## src/hw/rtc_regs_pkg.sv

```systemverilog
// register map, field positions and timing constants for the clock flag block
package rtc_regs_pkg;

  localparam int          ADDR_W          = 17;
  localparam int          DATA_W          = 8;

  // register offsets
  localparam logic [16:0] FLAGS_OFS       = 17'h1fff0;
  localparam logic [16:0] CENTURY_OFS     = 17'h1fff1;
  localparam logic [16:0] ALM_SEC_OFS     = 17'h1fff2;
  localparam logic [16:0] ALM_MIN_OFS     = 17'h1fff3;
  localparam logic [16:0] ALM_HOUR_OFS    = 17'h1fff4;
  localparam logic [16:0] INT_STAT_OFS    = 17'h1ffe8;
  localparam logic [16:0] INT_MASK_OFS    = 17'h1ffe9;

  // flags register fields
  localparam int          WDOG_BIT        = 7;
  localparam int          ALARM_BIT       = 6;
  localparam int          PFAIL_BIT       = 5;
  localparam int          OSCILLATOR_FAIL_FLAG_BIT        = 4;
  localparam int          CAL_BIT         = 2;
  localparam int          FREEZE_BIT      = 1;
  localparam int          HOLD_BIT        = 0;

  // alarm field ignore bit
  localparam int          ALM_IGNORE_BIT  = 7;

  // interrupt status / mask fields
  localparam int          IRQ_N           = 4;
  localparam int          IRQ_WDOG        = 0;
  localparam int          IRQ_ALARM       = 1;
  localparam int          IRQ_PFAIL       = 2;
  localparam int          IRQ_OSCILLATOR_FAIL_FLAG        = 3;

  // reset values and BCD digit limit
  localparam logic [7:0]  CENTURY_RST     = 8'h00;
  localparam logic [7:0]  ALM_RST         = 8'h80;
  localparam logic [3:0]  INT_MASK_RST    = 4'h0;
  localparam logic [3:0]  BCD_MAX         = 4'h9;

  // timing
  localparam int          CLK_HZ          = 40_000_000;
  localparam int          SQ_WAVE_HZ      = 512;
  localparam int          SQ_HALF_CYC     = CLK_HZ / (2 * SQ_WAVE_HZ);

endpackage

```

## src/hw/sq_wave_gen.sv

```systemverilog
// divider that makes the calibration square wave from the reference clock
`timescale 1ns/1ps
module sq_wave_gen
  import rtc_regs_pkg::*;
#(
  parameter int HALF_CYC = SQ_HALF_CYC
)
(
  input  wire logic ref_clk,
  input  wire logic rst_b,
  input  wire logic run,
  output logic      wave
);

  logic [15:0] cnt_q;

  // counter restarts whenever the output is switched off, so each enable
  // begins with a full low half period
  always_ff @(posedge ref_clk or negedge rst_b)
  begin
    if (!rst_b)
    begin
      cnt_q <= 16'h0000;
      wave  <= 1'b0;
    end
    else if (!run)
    begin
      cnt_q <= 16'h0000;
      wave  <= 1'b0;
    end
    else if (cnt_q == 16'(HALF_CYC - 1))
    begin
      cnt_q <= 16'h0000;
      wave  <= ~wave;
    end
    else
    begin
      cnt_q <= cnt_q + 16'h0001;
    end
  end

endmodule

```

## src/hw/rtc_flags_and_century_regs.sv

```systemverilog
// century register, flag and control register, alarm masks and interrupt logic
`timescale 1ns/1ps
module rtc_flags_and_century_regs
  import rtc_regs_pkg::*;
#(
  parameter int SQ_HALF = SQ_HALF_CYC
)
(
  input  wire logic        ref_clk,
  input  wire logic        rst_b,
  input  wire logic        vbak_rst_b,
  input  wire logic [16:0] addr,
  input  wire logic [7:0]  wdata,
  input  wire logic        wr_stb,
  input  wire logic        rd_stb,
  output logic      [7:0]  rdata,
  input  wire logic [7:0]  cur_sec,
  input  wire logic [7:0]  cur_min,
  input  wire logic [7:0]  cur_hour,
  input  wire logic        sec_tick,
  input  wire logic        century_carry,
  input  wire logic        wdog_expire,
  input  wire logic        power_fail_pin,
  input  wire logic        osc_stop_pin,
  output logic             time_freeze,
  output logic             time_load,
  output logic             read_hold,
  output logic      [7:0]  century,
  output logic             irq,
  output logic             int_pin
);

  logic       cal_q;
  logic       freeze_q;
  logic       hold_q;
  logic       wdf_q;
  logic       af_q;
  logic       pf_q;
  logic       oscillator_fail_flag_q;
  logic [7:0] century_q;
  logic [7:0] shadow_q;
  logic [7:0] alm_sec_q;
  logic [7:0] alm_min_q;
  logic [7:0] alm_hour_q;
  logic [3:0] int_stat_q;
  logic [3:0] int_mask_q;
  logic [3:0] int_set;
  logic       load_q;
  logic       sq_wave;
  logic       alarm_match;
  logic       alarm_evt;
  logic       pf_evt;
  logic       osc_evt;
  logic       wr_flags;
  logic       rd_flags;
  logic [1:0] pin_raw;
  logic [1:0] pin_lvl_q;
  logic [1:0] pin_lvl_d1_q;

  // ---------------- decode helpers ----------------

  function automatic logic hit(input logic [16:0] a, input logic [16:0] ofs);
    hit = (a == ofs);
  endfunction

  // compare one alarm field unless its ignore bit is set
  function automatic logic field_ok(input logic [7:0] alm, input logic [7:0] cur);
    field_ok = alm[ALM_IGNORE_BIT] | (alm[6:0] == cur[6:0]);
  endfunction

  // clamp a written nibble so a stored digit never leaves 0..9
  function automatic logic [3:0] bcd_clamp(input logic [3:0] d);
    bcd_clamp = (d > BCD_MAX) ? BCD_MAX : d;
  endfunction

  assign wr_flags = wr_stb & hit(addr, FLAGS_OFS);
  assign rd_flags = rd_stb & hit(addr, FLAGS_OFS);

  // ---------------- pin input synchronisers ----------------

  assign pin_raw = {osc_stop_pin, power_fail_pin};

  // three stages; the filtered level moves only once stages two and three agree
  genvar gi;
  generate
    for (gi = 0; gi < 2; gi++)
    begin : g_sync
      logic s1_q;
      logic s2_q;
      logic s3_q;
      always_ff @(posedge ref_clk or negedge rst_b)
      begin
        if (!rst_b)
        begin
          s1_q          <= 1'b0;
          s2_q          <= 1'b0;
          s3_q          <= 1'b0;
          pin_lvl_q[gi] <= 1'b0;
        end
        else
        begin
          s1_q <= pin_raw[gi];
          s2_q <= s1_q;
          s3_q <= s2_q;
          if (s2_q == s3_q)
          begin
            pin_lvl_q[gi] <= s3_q;
          end
        end
      end
    end
  endgenerate

  always_ff @(posedge ref_clk or negedge rst_b)
  begin
    if (!rst_b)
    begin
      pin_lvl_d1_q <= 2'b00;
    end
    else
    begin
      pin_lvl_d1_q <= pin_lvl_q;
    end
  end

  assign pf_evt  = pin_lvl_q[0] & ~pin_lvl_d1_q[0];
  assign osc_evt = pin_lvl_q[1] & ~pin_lvl_d1_q[1];

  // ---------------- alarm compare ----------------

  assign alarm_match = field_ok(alm_sec_q, cur_sec) & field_ok(alm_min_q, cur_min)
                       & field_ok(alm_hour_q, cur_hour);
  assign alarm_evt   = sec_tick & alarm_match;

  always_ff @(posedge ref_clk or negedge rst_b)
  begin
    if (!rst_b)
    begin
      alm_sec_q  <= ALM_RST;
      alm_min_q  <= ALM_RST;
      alm_hour_q <= ALM_RST;
    end
    else if (wr_stb)
    begin
      if (hit(addr, ALM_SEC_OFS))
        alm_sec_q <= wdata;
      if (hit(addr, ALM_MIN_OFS))
        alm_min_q <= wdata;
      if (hit(addr, ALM_HOUR_OFS))
        alm_hour_q <= wdata;
    end
  end

  // ---------------- control bits of the flags register ----------------

  always_ff @(posedge ref_clk or negedge rst_b)
  begin
    if (!rst_b)
    begin
      cal_q    <= 1'b0;
      freeze_q <= 1'b0;
      hold_q   <= 1'b0;
    end
    else if (wr_flags)
    begin
      cal_q    <= wdata[CAL_BIT];
      freeze_q <= wdata[FREEZE_BIT];
      hold_q   <= wdata[HOLD_BIT];
    end
  end

  // ---------------- event flags: three cleared by reading flags, oscillator-fail cleared by writing zero ----------------

  // a new event in the reading cycle wins, so it is seen by the next read
  always_ff @(posedge ref_clk or negedge rst_b)
  begin
    if (!rst_b)
    begin
      wdf_q <= 1'b0;
      af_q  <= 1'b0;
      pf_q  <= 1'b0;
    end
    else
    begin
      wdf_q <= wdog_expire | (wdf_q & ~rd_flags);
      af_q  <= alarm_evt | (af_q & ~rd_flags);
      pf_q  <= pf_evt | (pf_q & ~rd_flags);
    end
  end

  // retained flag: only the backup-domain reset touches it, and a backup
  // power up means the time can no longer be trusted, so it comes up set
  always_ff @(posedge ref_clk or negedge vbak_rst_b)
  begin
    if (!vbak_rst_b)
    begin
      oscillator_fail_flag_q <= 1'b1;
    end
    else if (osc_evt)
    begin
      oscillator_fail_flag_q <= 1'b1;
    end
    else if (wr_flags && !wdata[OSCILLATOR_FAIL_FLAG_BIT])
    begin
      oscillator_fail_flag_q <= 1'b0;
    end
  end

  // ---------------- century register ----------------

  // writes stage in a shadow while frozen and reach the counter when freeze
  // drops; writes made while not frozen are ignored
  always_ff @(posedge ref_clk or negedge rst_b)
  begin
    if (!rst_b)
    begin
      shadow_q <= CENTURY_RST;
    end
    else if (wr_stb && hit(addr, CENTURY_OFS) && freeze_q)
    begin
      shadow_q <= {bcd_clamp(wdata[7:4]), bcd_clamp(wdata[3:0])};
    end
    else if (!freeze_q)
    begin
      shadow_q <= century_q;
    end
  end

  always_ff @(posedge ref_clk or negedge rst_b)
  begin
    if (!rst_b)
    begin
      century_q <= CENTURY_RST;
      load_q    <= 1'b0;
    end
    else
    begin
      load_q <= wr_flags & freeze_q & ~wdata[FREEZE_BIT];
      if (wr_flags && freeze_q && !wdata[FREEZE_BIT])
      begin
        century_q <= shadow_q;
      end
      else if (century_carry && !freeze_q)
      begin
        if (century_q[3:0] != BCD_MAX)
          century_q[3:0] <= century_q[3:0] + 4'h1;
        else
        begin
          century_q[3:0] <= 4'h0;
          century_q[7:4] <= (century_q[7:4] == BCD_MAX) ? 4'h0 : century_q[7:4] + 4'h1;
        end
      end
    end
  end

  // ---------------- interrupt status and mask ----------------

  always_comb
  begin
    int_set            = 4'h0;
    int_set[IRQ_WDOG]  = wdog_expire;
    int_set[IRQ_ALARM] = alarm_evt;
    int_set[IRQ_PFAIL] = pf_evt;
    int_set[IRQ_OSCILLATOR_FAIL_FLAG]  = osc_evt;
  end

  // write one to clear; an event in the same cycle keeps its bit set
  always_ff @(posedge ref_clk or negedge rst_b)
  begin
    if (!rst_b)
    begin
      int_stat_q <= 4'h0;
      int_mask_q <= INT_MASK_RST;
    end
    else
    begin
      if (wr_stb && hit(addr, INT_STAT_OFS))
        int_stat_q <= int_set | (int_stat_q & ~wdata[3:0]);
      else
        int_stat_q <= int_set | int_stat_q;
      if (wr_stb && hit(addr, INT_MASK_OFS))
        int_mask_q <= wdata[3:0];
    end
  end

  assign irq = |(int_stat_q & int_mask_q);

  // ---------------- calibration square wave and pin mux ----------------

  sq_wave_gen #(
    .HALF_CYC (SQ_HALF)
  ) u_sq (
    .ref_clk (ref_clk),
    .rst_b   (rst_b),
    .run     (cal_q),
    .wave    (sq_wave)
  );

  assign int_pin = cal_q ? sq_wave : irq;

  // ---------------- read port ----------------

  always_ff @(posedge ref_clk or negedge rst_b)
  begin
    if (!rst_b)
    begin
      rdata <= 8'h00;
    end
    else if (rd_stb)
    begin
      unique case (addr)
        FLAGS_OFS:    rdata <= {wdf_q, af_q, pf_q, oscillator_fail_flag_q, 1'b0, cal_q, freeze_q, hold_q};
        CENTURY_OFS:  rdata <= freeze_q ? shadow_q : century_q;
        ALM_SEC_OFS:  rdata <= alm_sec_q;
        ALM_MIN_OFS:  rdata <= alm_min_q;
        ALM_HOUR_OFS: rdata <= alm_hour_q;
        INT_STAT_OFS: rdata <= {4'h0, int_stat_q};
        INT_MASK_OFS: rdata <= {4'h0, int_mask_q};
        default:      rdata <= 8'h00;
      endcase
    end
    else
    begin
      rdata <= 8'h00;
    end
  end

  assign time_freeze = freeze_q;
  assign time_load   = load_q;
  assign read_hold   = hold_q;
  assign century     = century_q;

  // ---------------- assertions ----------------

  a_cal_wave_out: assert property (@(posedge ref_clk) disable iff (!rst_b)
    cal_q |-> int_pin == sq_wave)
    else $error("pin not carrying the square wave while calibrating");

  a_int_normal_mode: assert property (@(posedge ref_clk) disable iff (!rst_b)
    wr_flags && !wdata[CAL_BIT] |=> int_pin == irq)
    else $error("pin did not return to interrupt level");

  a_cal_reset_zero: assert property (@(posedge ref_clk)
    !$past(rst_b) |-> !cal_q)
    else $error("calibration bit not zero after reset");

  a_oscillator_fail_flag_sticky_hold: assert property (@(posedge ref_clk) disable iff (!vbak_rst_b)
    oscillator_fail_flag_q && !(wr_flags && !wdata[OSCILLATOR_FAIL_FLAG_BIT]) |=> oscillator_fail_flag_q)
    else $error("oscillator-fail flag cleared without a software write");

  a_oscillator_fail_flag_retained: assert property (@(posedge ref_clk) disable iff (!vbak_rst_b)
    !rst_b ##1 !rst_b |-> $stable(oscillator_fail_flag_q))
    else $error("oscillator-fail flag changed under main reset");

  a_freeze_load: assert property (@(posedge ref_clk) disable iff (!rst_b)
    $fell(freeze_q) |-> time_load && century_q == $past(shadow_q))
    else $error("written century not loaded when freeze dropped");

  a_frozen_stable: assert property (@(posedge ref_clk) disable iff (!rst_b)
    freeze_q && $past(freeze_q) |-> $stable(century_q))
    else $error("century changed while frozen");

  a_alarm_ignore: assert property (@(posedge ref_clk) disable iff (!rst_b)
    sec_tick && (&{alm_sec_q[7], alm_min_q[7], alm_hour_q[7]}) |=> af_q)
    else $error("alarm with every field ignored did not fire");

  a_alarm_compare: assert property (@(posedge ref_clk) disable iff (!rst_b)
    sec_tick && !alm_sec_q[7] && alm_sec_q[6:0] != cur_sec[6:0] && !wdog_expire
    |=> !int_stat_q[IRQ_ALARM] || $past(int_stat_q[IRQ_ALARM]))
    else $error("alarm fired on a compared field that differs");

  a_century_bcd: assert property (@(posedge ref_clk) disable iff (!rst_b)
    century_q[3:0] <= BCD_MAX && century_q[7:4] <= BCD_MAX)
    else $error("century digit outside 0 to 9");

endmodule

```

## config.mk

```make
export PLATFORM = sky130hd
export DESIGN_NAME = rtc_flags_and_century_regs
export DESIGN_NICKNAME = d
export VERILOG_FILES = /design/src/hw/rtc_regs_pkg.sv /design/src/hw/sq_wave_gen.sv /design/src/hw/rtc_flags_and_century_regs.sv
export SDC_FILE = /design/constraint.sdc
export NUM_CORES = 1
export LEC_CHECK = 0
export BUFFER_PORTS_ARGS = -buffer_cell sky130_fd_sc_hd__buf_2
export CAP_MARGIN = 20
export CORE_MARGIN = 5
export CORE_UTILIZATION = 50
export CTS_CLUSTER_DIAMETER = 150
export DETAILED_ROUTE_END_ITERATION = 7
export PLACE_DENSITY = 0.79
export SLEW_MARGIN = 30
export SYNTH_ARGS = -nofsm -noshare
export SYNTH_HDL_FRONTEND = slang
export SYNTH_HIERARCHICAL = 1
export SYNTH_SLANG_ARGS = --single-unit
```

## constraint.sdc

```tcl
create_clock -name ref_clk -period 2.1 [get_ports ref_clk]
set_clock_uncertainty 0.1 [all_clocks]
set_input_delay 0.21 -clock ref_clk [delete_from_list [all_inputs] [get_ports ref_clk]]
set_output_delay 0.21 -clock ref_clk [all_outputs]
set_load 0.005 [all_outputs]
```

======== Word level (Yosys, flattened, before mapping) ========
Cells that the tools add are included.
word-level totals
  register bits after elaboration ......... 91
  input bits .............................. 59
  output and inout port bits .............. 21
cells by class
  $add $sub $neg .......................... 3
  magnitude comparators ................... 2
  eq/ne operators ......................... 17
  mux-type cells .......................... 19
  bitwise gates (word level) .............. 28
  reduce and logical (&&, ||, !) cells .... 18
operator list
  kind                                           count
  == test 17 bit, second input constant          7
  one-hot mux 8 bit (7 select lines)             1
  two-way mux 8 bit                              5
  two-way mux 16 bit                             2
  two-way mux 4 bit                              6
  == test 7 bit                                  3
  adder 16 x 1 -> 16 bit, second input constant  1
  == test 16 bit, second input constant          1
  AND 1 bit                                      12
  adder 4 x 1 -> 4 bit, second input constant    2
  AND 4 bit                                      2
  > comparator 4 bit, second input constant      2
  logical AND 1 bit                              8
  bitwise OR 4 bit                               2
  AND reduction 2 bit                            4
  bitwise OR 1 bit                               6
  two-way mux 1 bit                              5
  NOT 1 bit                                      5
  == test 4 bit, second input constant           1
  != test 4 bit, second input constant           1
  NOT 4 bit                                      1
  nonzero test 2 bit                             2
  OR reduction 4 bit                             1
  zero test 1 bit                                3
  3 further kinds                                4

======== Logic depth before layout (Yosys ltp) ========
  depth in word-level cells ............... 7
  gate-level depth with buffers ........... 7
  gate-level depth less buffers ........... 6

======== Modules after synthesis ========
The synthesis kept the hierarchy.
by module, submodules not included
  module                      instances  cells each  area an instance (um^2)  seq. area each (um^2)
  rtc_flags_and_century_regs  1          329         3727.3                   1856.8
  sq_wave_gen                 1          82          909.6                    425.4

======== Least setup slack after synthesis ========
OpenSTA, ideal clock, no wires.
  kind .................................... input port to flip-flop
  from .................................... in addr[15]
  to ...................................... reg alm_min_q[0]
  setup time .............................. 0.125 ns
  arrival ................................. 1.663 ns
  required time ........................... 1.875 ns
  setup slack ............................. 0.212 ns
  stages .................................. 6
  path buffers ............................ 1
  cells stage by stage .................... nand4_1 nor4_2 and3_1 and3_1 buf_4 mux2_2
on the way
  longest elaborated chain between the ends .. 2
RTL lines
  element                               RTL line                           RTL
  from (decl)                           rtc_flags_and_century_regs.sv:12   input wire logic [16:0] addr,
  == test 17 bit                        rtc_flags_and_century_regs.sv:63   hit = (a == ofs);
  AND reduction 2 bit (no source line)  -
  to (signal assigned)                  rtc_flags_and_century_regs.sv:148  alm_min_q <= wdata;
  to (decl)                             rtc_flags_and_century_regs.sv:43   logic [7:0] alm_min_q;
No other way between the ends.
A chain may end at the register's enable or synchronous reset.

======== Worst setup path after layout ========
  from .................................... reg alm_min_q[5]
  to ...................................... reg int_stat_q[1]
on the way
  longest elaborated chain between the ends .. 7
RTL lines
  element                                     RTL line                                                              RTL
  == test 7 bit (*)                           rtc_flags_and_century_regs.sv:68                                      field_ok = alm[ALM_IGNORE_BIT] | (alm[6:0] == cur[6:0]);
  bitwise OR 1 bit (*)                        rtc_flags_and_century_regs.sv:68
  AND 1 bit (*)                               rtc_flags_and_century_regs.sv:131                                     assign alarm_match = field_ok(alm_sec_q, cur_sec) & field_ok(alm_min_q, cur_min)
  AND 1 bit (*)                               rtc_flags_and_century_regs.sv:132                                     & field_ok(alm_hour_q, cur_hour);
  AND 1 bit (*)                               rtc_flags_and_century_regs.sv:133                                     assign alarm_evt = sec_tick & alarm_match;
  bitwise OR 4 bit, on equally long branches  rtc_flags_and_century_regs.sv:280, rtc_flags_and_century_regs.sv:278
  two-way mux 4 bit (*)                       rtc_flags_and_century_regs.sv:277                                     if (wr_stb && hit(addr, INT_STAT_OFS))
  to (signal assigned)                        rtc_flags_and_century_regs.sv:278                                     int_stat_q <= int_set | (int_stat_q & ~wdata[3:0]);
  to (signal assigned)                        rtc_flags_and_century_regs.sv:280                                     int_stat_q <= int_set | int_stat_q;
  to (decl)                                   rtc_flags_and_century_regs.sv:45                                      logic [3:0] int_stat_q;
Every way passes the cells marked *; elsewhere a longest branch is shown, timed or not.

==> impl_metrics.yaml <==
logic_synthesis:
  async_flop_share_pct: 100
  synth-edff-count: 0
  avgSynthCellArea_um2: 11.3
  syn-num-nets: 472
  synth_top_area_cell: "dfrtp_1"
  synth_area_mm2: 0.00464
  ys_seq_area_share_pct: 49.2
  synth_top_area_share_pct: 47.0
  syn_inst: 411
  synth-seq-cells: 91
  synth-warning-count: 6
  ys.flop_type: "dfrtp_1"
  synth_area_leaders: "dfrtp_1 (47%), mux2_2 (8.7%), xor2_1 (5.1%), mux2i_1 (3.9%), xnor2_1 (2.5%)"
  synth_cell_types: 55
critical_path:
  startpoint_type: "flop"
  worstSetupEndpointType: "flop"
  worstPathMaxFanout: 3
  reg2reg_depth: 6
  rrSetupSlack_ns: 0.16
  critPathMaxStageDelay_ns: 0.42
  crit_buf_inv: 1
  rr_startpoint: "alm_min_q[5]$_DFFE_PN0P_"
  r2r-end: "int_stat_q[1]$_DFF_PN0_"
  cp.arrival_ns: 2.14
  critPathRequiredTime_ns: 2.30
  crit_type: "reg2reg"
  crit_family: "simple AND/OR/NAND/NOR gates"
  cp_slowest_cell: "dfrtp_1"
  crit_chain: "xor2_1 -> nor4_2 -> a41oi_1 -> nor4b_2 -> buf_4 -> a21o_1"
finish:
  diodes: 0
  area_growth_syn_to_layout_pct: 18.3
  nNetsFinal: 568
  fill_cells: 729
  layout.cells.non_filler: 623
  drive_gt1_share_pct: 34.8
  fin_util_pct: 59.9
cts:
  clockBufferDepth: 2
  worstSkewPairLatency_ns: 0.36
  h-tree-depth: 3
  cts_setup_buffers: 0
  cts_tree: "built"
  clk_pin_slew_ns: 0.09
  cts_root_buf: "clkbuf_8"
  cts_num_sinks: 91
  numCtsBuffers: 9
timing:
  finalCriticalPeriod_ns: 1.94
  finalMaxSlewViolations: 0
  final.setup.tns_ns: 0
  tightest_slew_ns: 0.671
  max_freq_mhz: 515
  timing.hold.ws_ns: 0.0416
  rsz0062_at_grt: "no"
  fin_crit_sh_pct: 92.4
  setup_viol: 0
  hold_violations: 0
  maxSlewHeadroom_pct: 55.3
routing:
  drt_iter0_markers: 201
  vias_per_cell: 5.84
  dr.pass1.iters: 4
  drc: 0
  route.final.wire_length_um: 11500
  final_antenna_net_count: 0
  wl_per_cell_um: 18.4
  vias: 3638
floorplan:
  die_height_um: 106
  die_area_mm2: 0.0113
  coreArea_mm2: 0.00915
  row_count: 35
  die_w_um: 106
  initial_core_util_pct: 50.7
  pin_count: 80
grt:
  grt_max_degree: 52
  gr-total-overflow: 0
  grt.total_usage_pct: 21.2
  grt_first_pass_wirelength_um: 18900
  grt_antenna_before_repair: 0
  grt_pass1_vias: 3747
pwr:
  ir_worst_vdd_uv: 341
  p_leak_nw: 2.53
  pwr_density_cell_mw_per_mm2: 705
hold_path:
  hold_class: "in2reg"
  worstHoldStart: "wdata[7]"
  hold_path_end: "alm_hour_q[7]$_DFFE_PN1P_"
  hold_path_depth: 2
placed_design:
  dp.cells: 602
  dp_hpwl_um: 8700
  io_buffers: 76
  gp_congestion: 0.887
status:
  status: "finished clean"
job:
  drv_cap: 0
registers in the layout (all words and copies together), names as in the netlist, 4 cells and up:
signal / flops
century: 8
int_stat_q: 4
alm_hour_q: 8
alm_min_q: 8
u_sq/cnt_q: 16
rdata: 8
alm_sec_q: 8
int_mask_q: 4
shadow_q: 8
worst max path at each step:
| stage | from | to | cells after the start |
|---|---|---|---|
| finish | alm_min_q[5]$_DFFE_PN0P_ | int_stat_q[1]$_DFF_PN0_ | 6 |
| detailed placement | addr[7] | alm_min_q[6]$_DFFE_PN0P_ | 6 |
| floorplan | addr[15] | alm_min_q[0]$_DFFE_PN0P_ | 6 |
| global placement | addr[15] | alm_min_q[5]$_DFFE_PN0P_ | 6 |
| CTS | alm_min_q[5]$_DFFE_PN0P_ | int_stat_q[1]$_DFF_PN0_ | 6 |
| global route | alm_min_q[5]$_DFFE_PN0P_ | af_q$_DFF_PN0_ | 6 |
power breakdown:
part | leakage, nW | switching, W | internal, W
combinational | 1.26 | 0.000310 | 0.000281
sequential | 1.17 | 0.000156 | 0.00188
clock | 0.108 | 0.000642 | 0.000596
logic make-up (layout without fill, tap and decap cells):
group / after synthesis / count (layout) / share of synthesized area, %
flops: 91 / 91 / 49.2
buf+inv: 24 / 125 / 2.83
xor+xnor: 40 / 40 / 7.56
compound gates: 59 / 59 / 8.88
simple gates: 139 / 139 / 17.9
mux: 54 / 54 / 12.6
fa+ha+maj: 4 / 4 / 0.971
placed cells by master (no fill, tap or decap), types with 5 or more instances in the layout:
master	count
xnor2_1	13
mux2i_1	18
nor2b_1	6
and3_1	10
nand3_1	16
nor4_2	5
a21o_1	6
xor2_1	27
dlygate4sd3_1	5
nor2_1	26
nand2_1	24
clkbuf_8	10
inv_1	9
dfrtp_1	87
a21oi_1	12
nor2_2	11
o21ai_0	11
mux2_2	36
buf_2	75
nand4_1	17
buf_4	19
what timing repair did:
action / 4_1_cts / 5_1_grt
endpoints found under the setup margin: 0 / 2
hold buffers: 5 / 0
resized for setup: 0 / 2
endpoints found under the hold margin: 50 / 0
per-stage QoR:
| step | instance area [um2] | worst slack (ns) | total power, W |
|---|---|---|---|
| floorplan | 4640 | 0.212 | 0.00236 |
| detailed placement | 5220 | 0.0569 | 0.00266 |
| CTS | 5470 | 0.0543 | 0.00389 |
| global placement | 5220 | 0.125 | 0.00262 |
| finish | 5490 | 0.160 | 0.00387 |
| global route | 5490 | 0.0239 | 0.00407 |
metal layers:
| metal | GRT usage (%) | part of all wire (%) | routed length [um] | vias up |
|---|---|---|---|---|
| li1 | - | - | - | 1684 |
| met4 | 6.11 | 1.8 | 207 | 0 |
| met1 | 28.5 | 43 | 4930 | 1795 |
| met3 | 5.46 | 7.4 | 851 | 21 |
| met2 | 33.8 | 48 | 5470 | 138 |
| met5 | 0 | 0 | 0 | - |
cell type report:
cell class | instances | area [um2] | area share, %
sequential | 91 | 2280 | 41.6
multi-input combinational | 296 | 2240 | 40.8
timing repair buffer | 100 | 588 | 10.7
tap | 111 | 139 | 2.53
clock buffer | 10 | 138 | 2.51
clock inverter | 6 | 70.1 | 1.28
inverter | 9 | 33.8 | 0.616
cell usage after synthesis (all sizes together) (4+ instances only):
master and n:
nand2 26, nor2b 6, and2 4, nor4 8, dfrtp 87, xnor2 13
clkbuf 6, nand3 16, and3 10, mux2i 18, dfstp 4, nand4 19
a21o 6, inv 9, a41oi 4, xor2 27, buf 9, o21ai 12
a21oi 12, o211ai 4, mux2 36, nor2 37, and4 4
(Power assumes the default switching activity.)
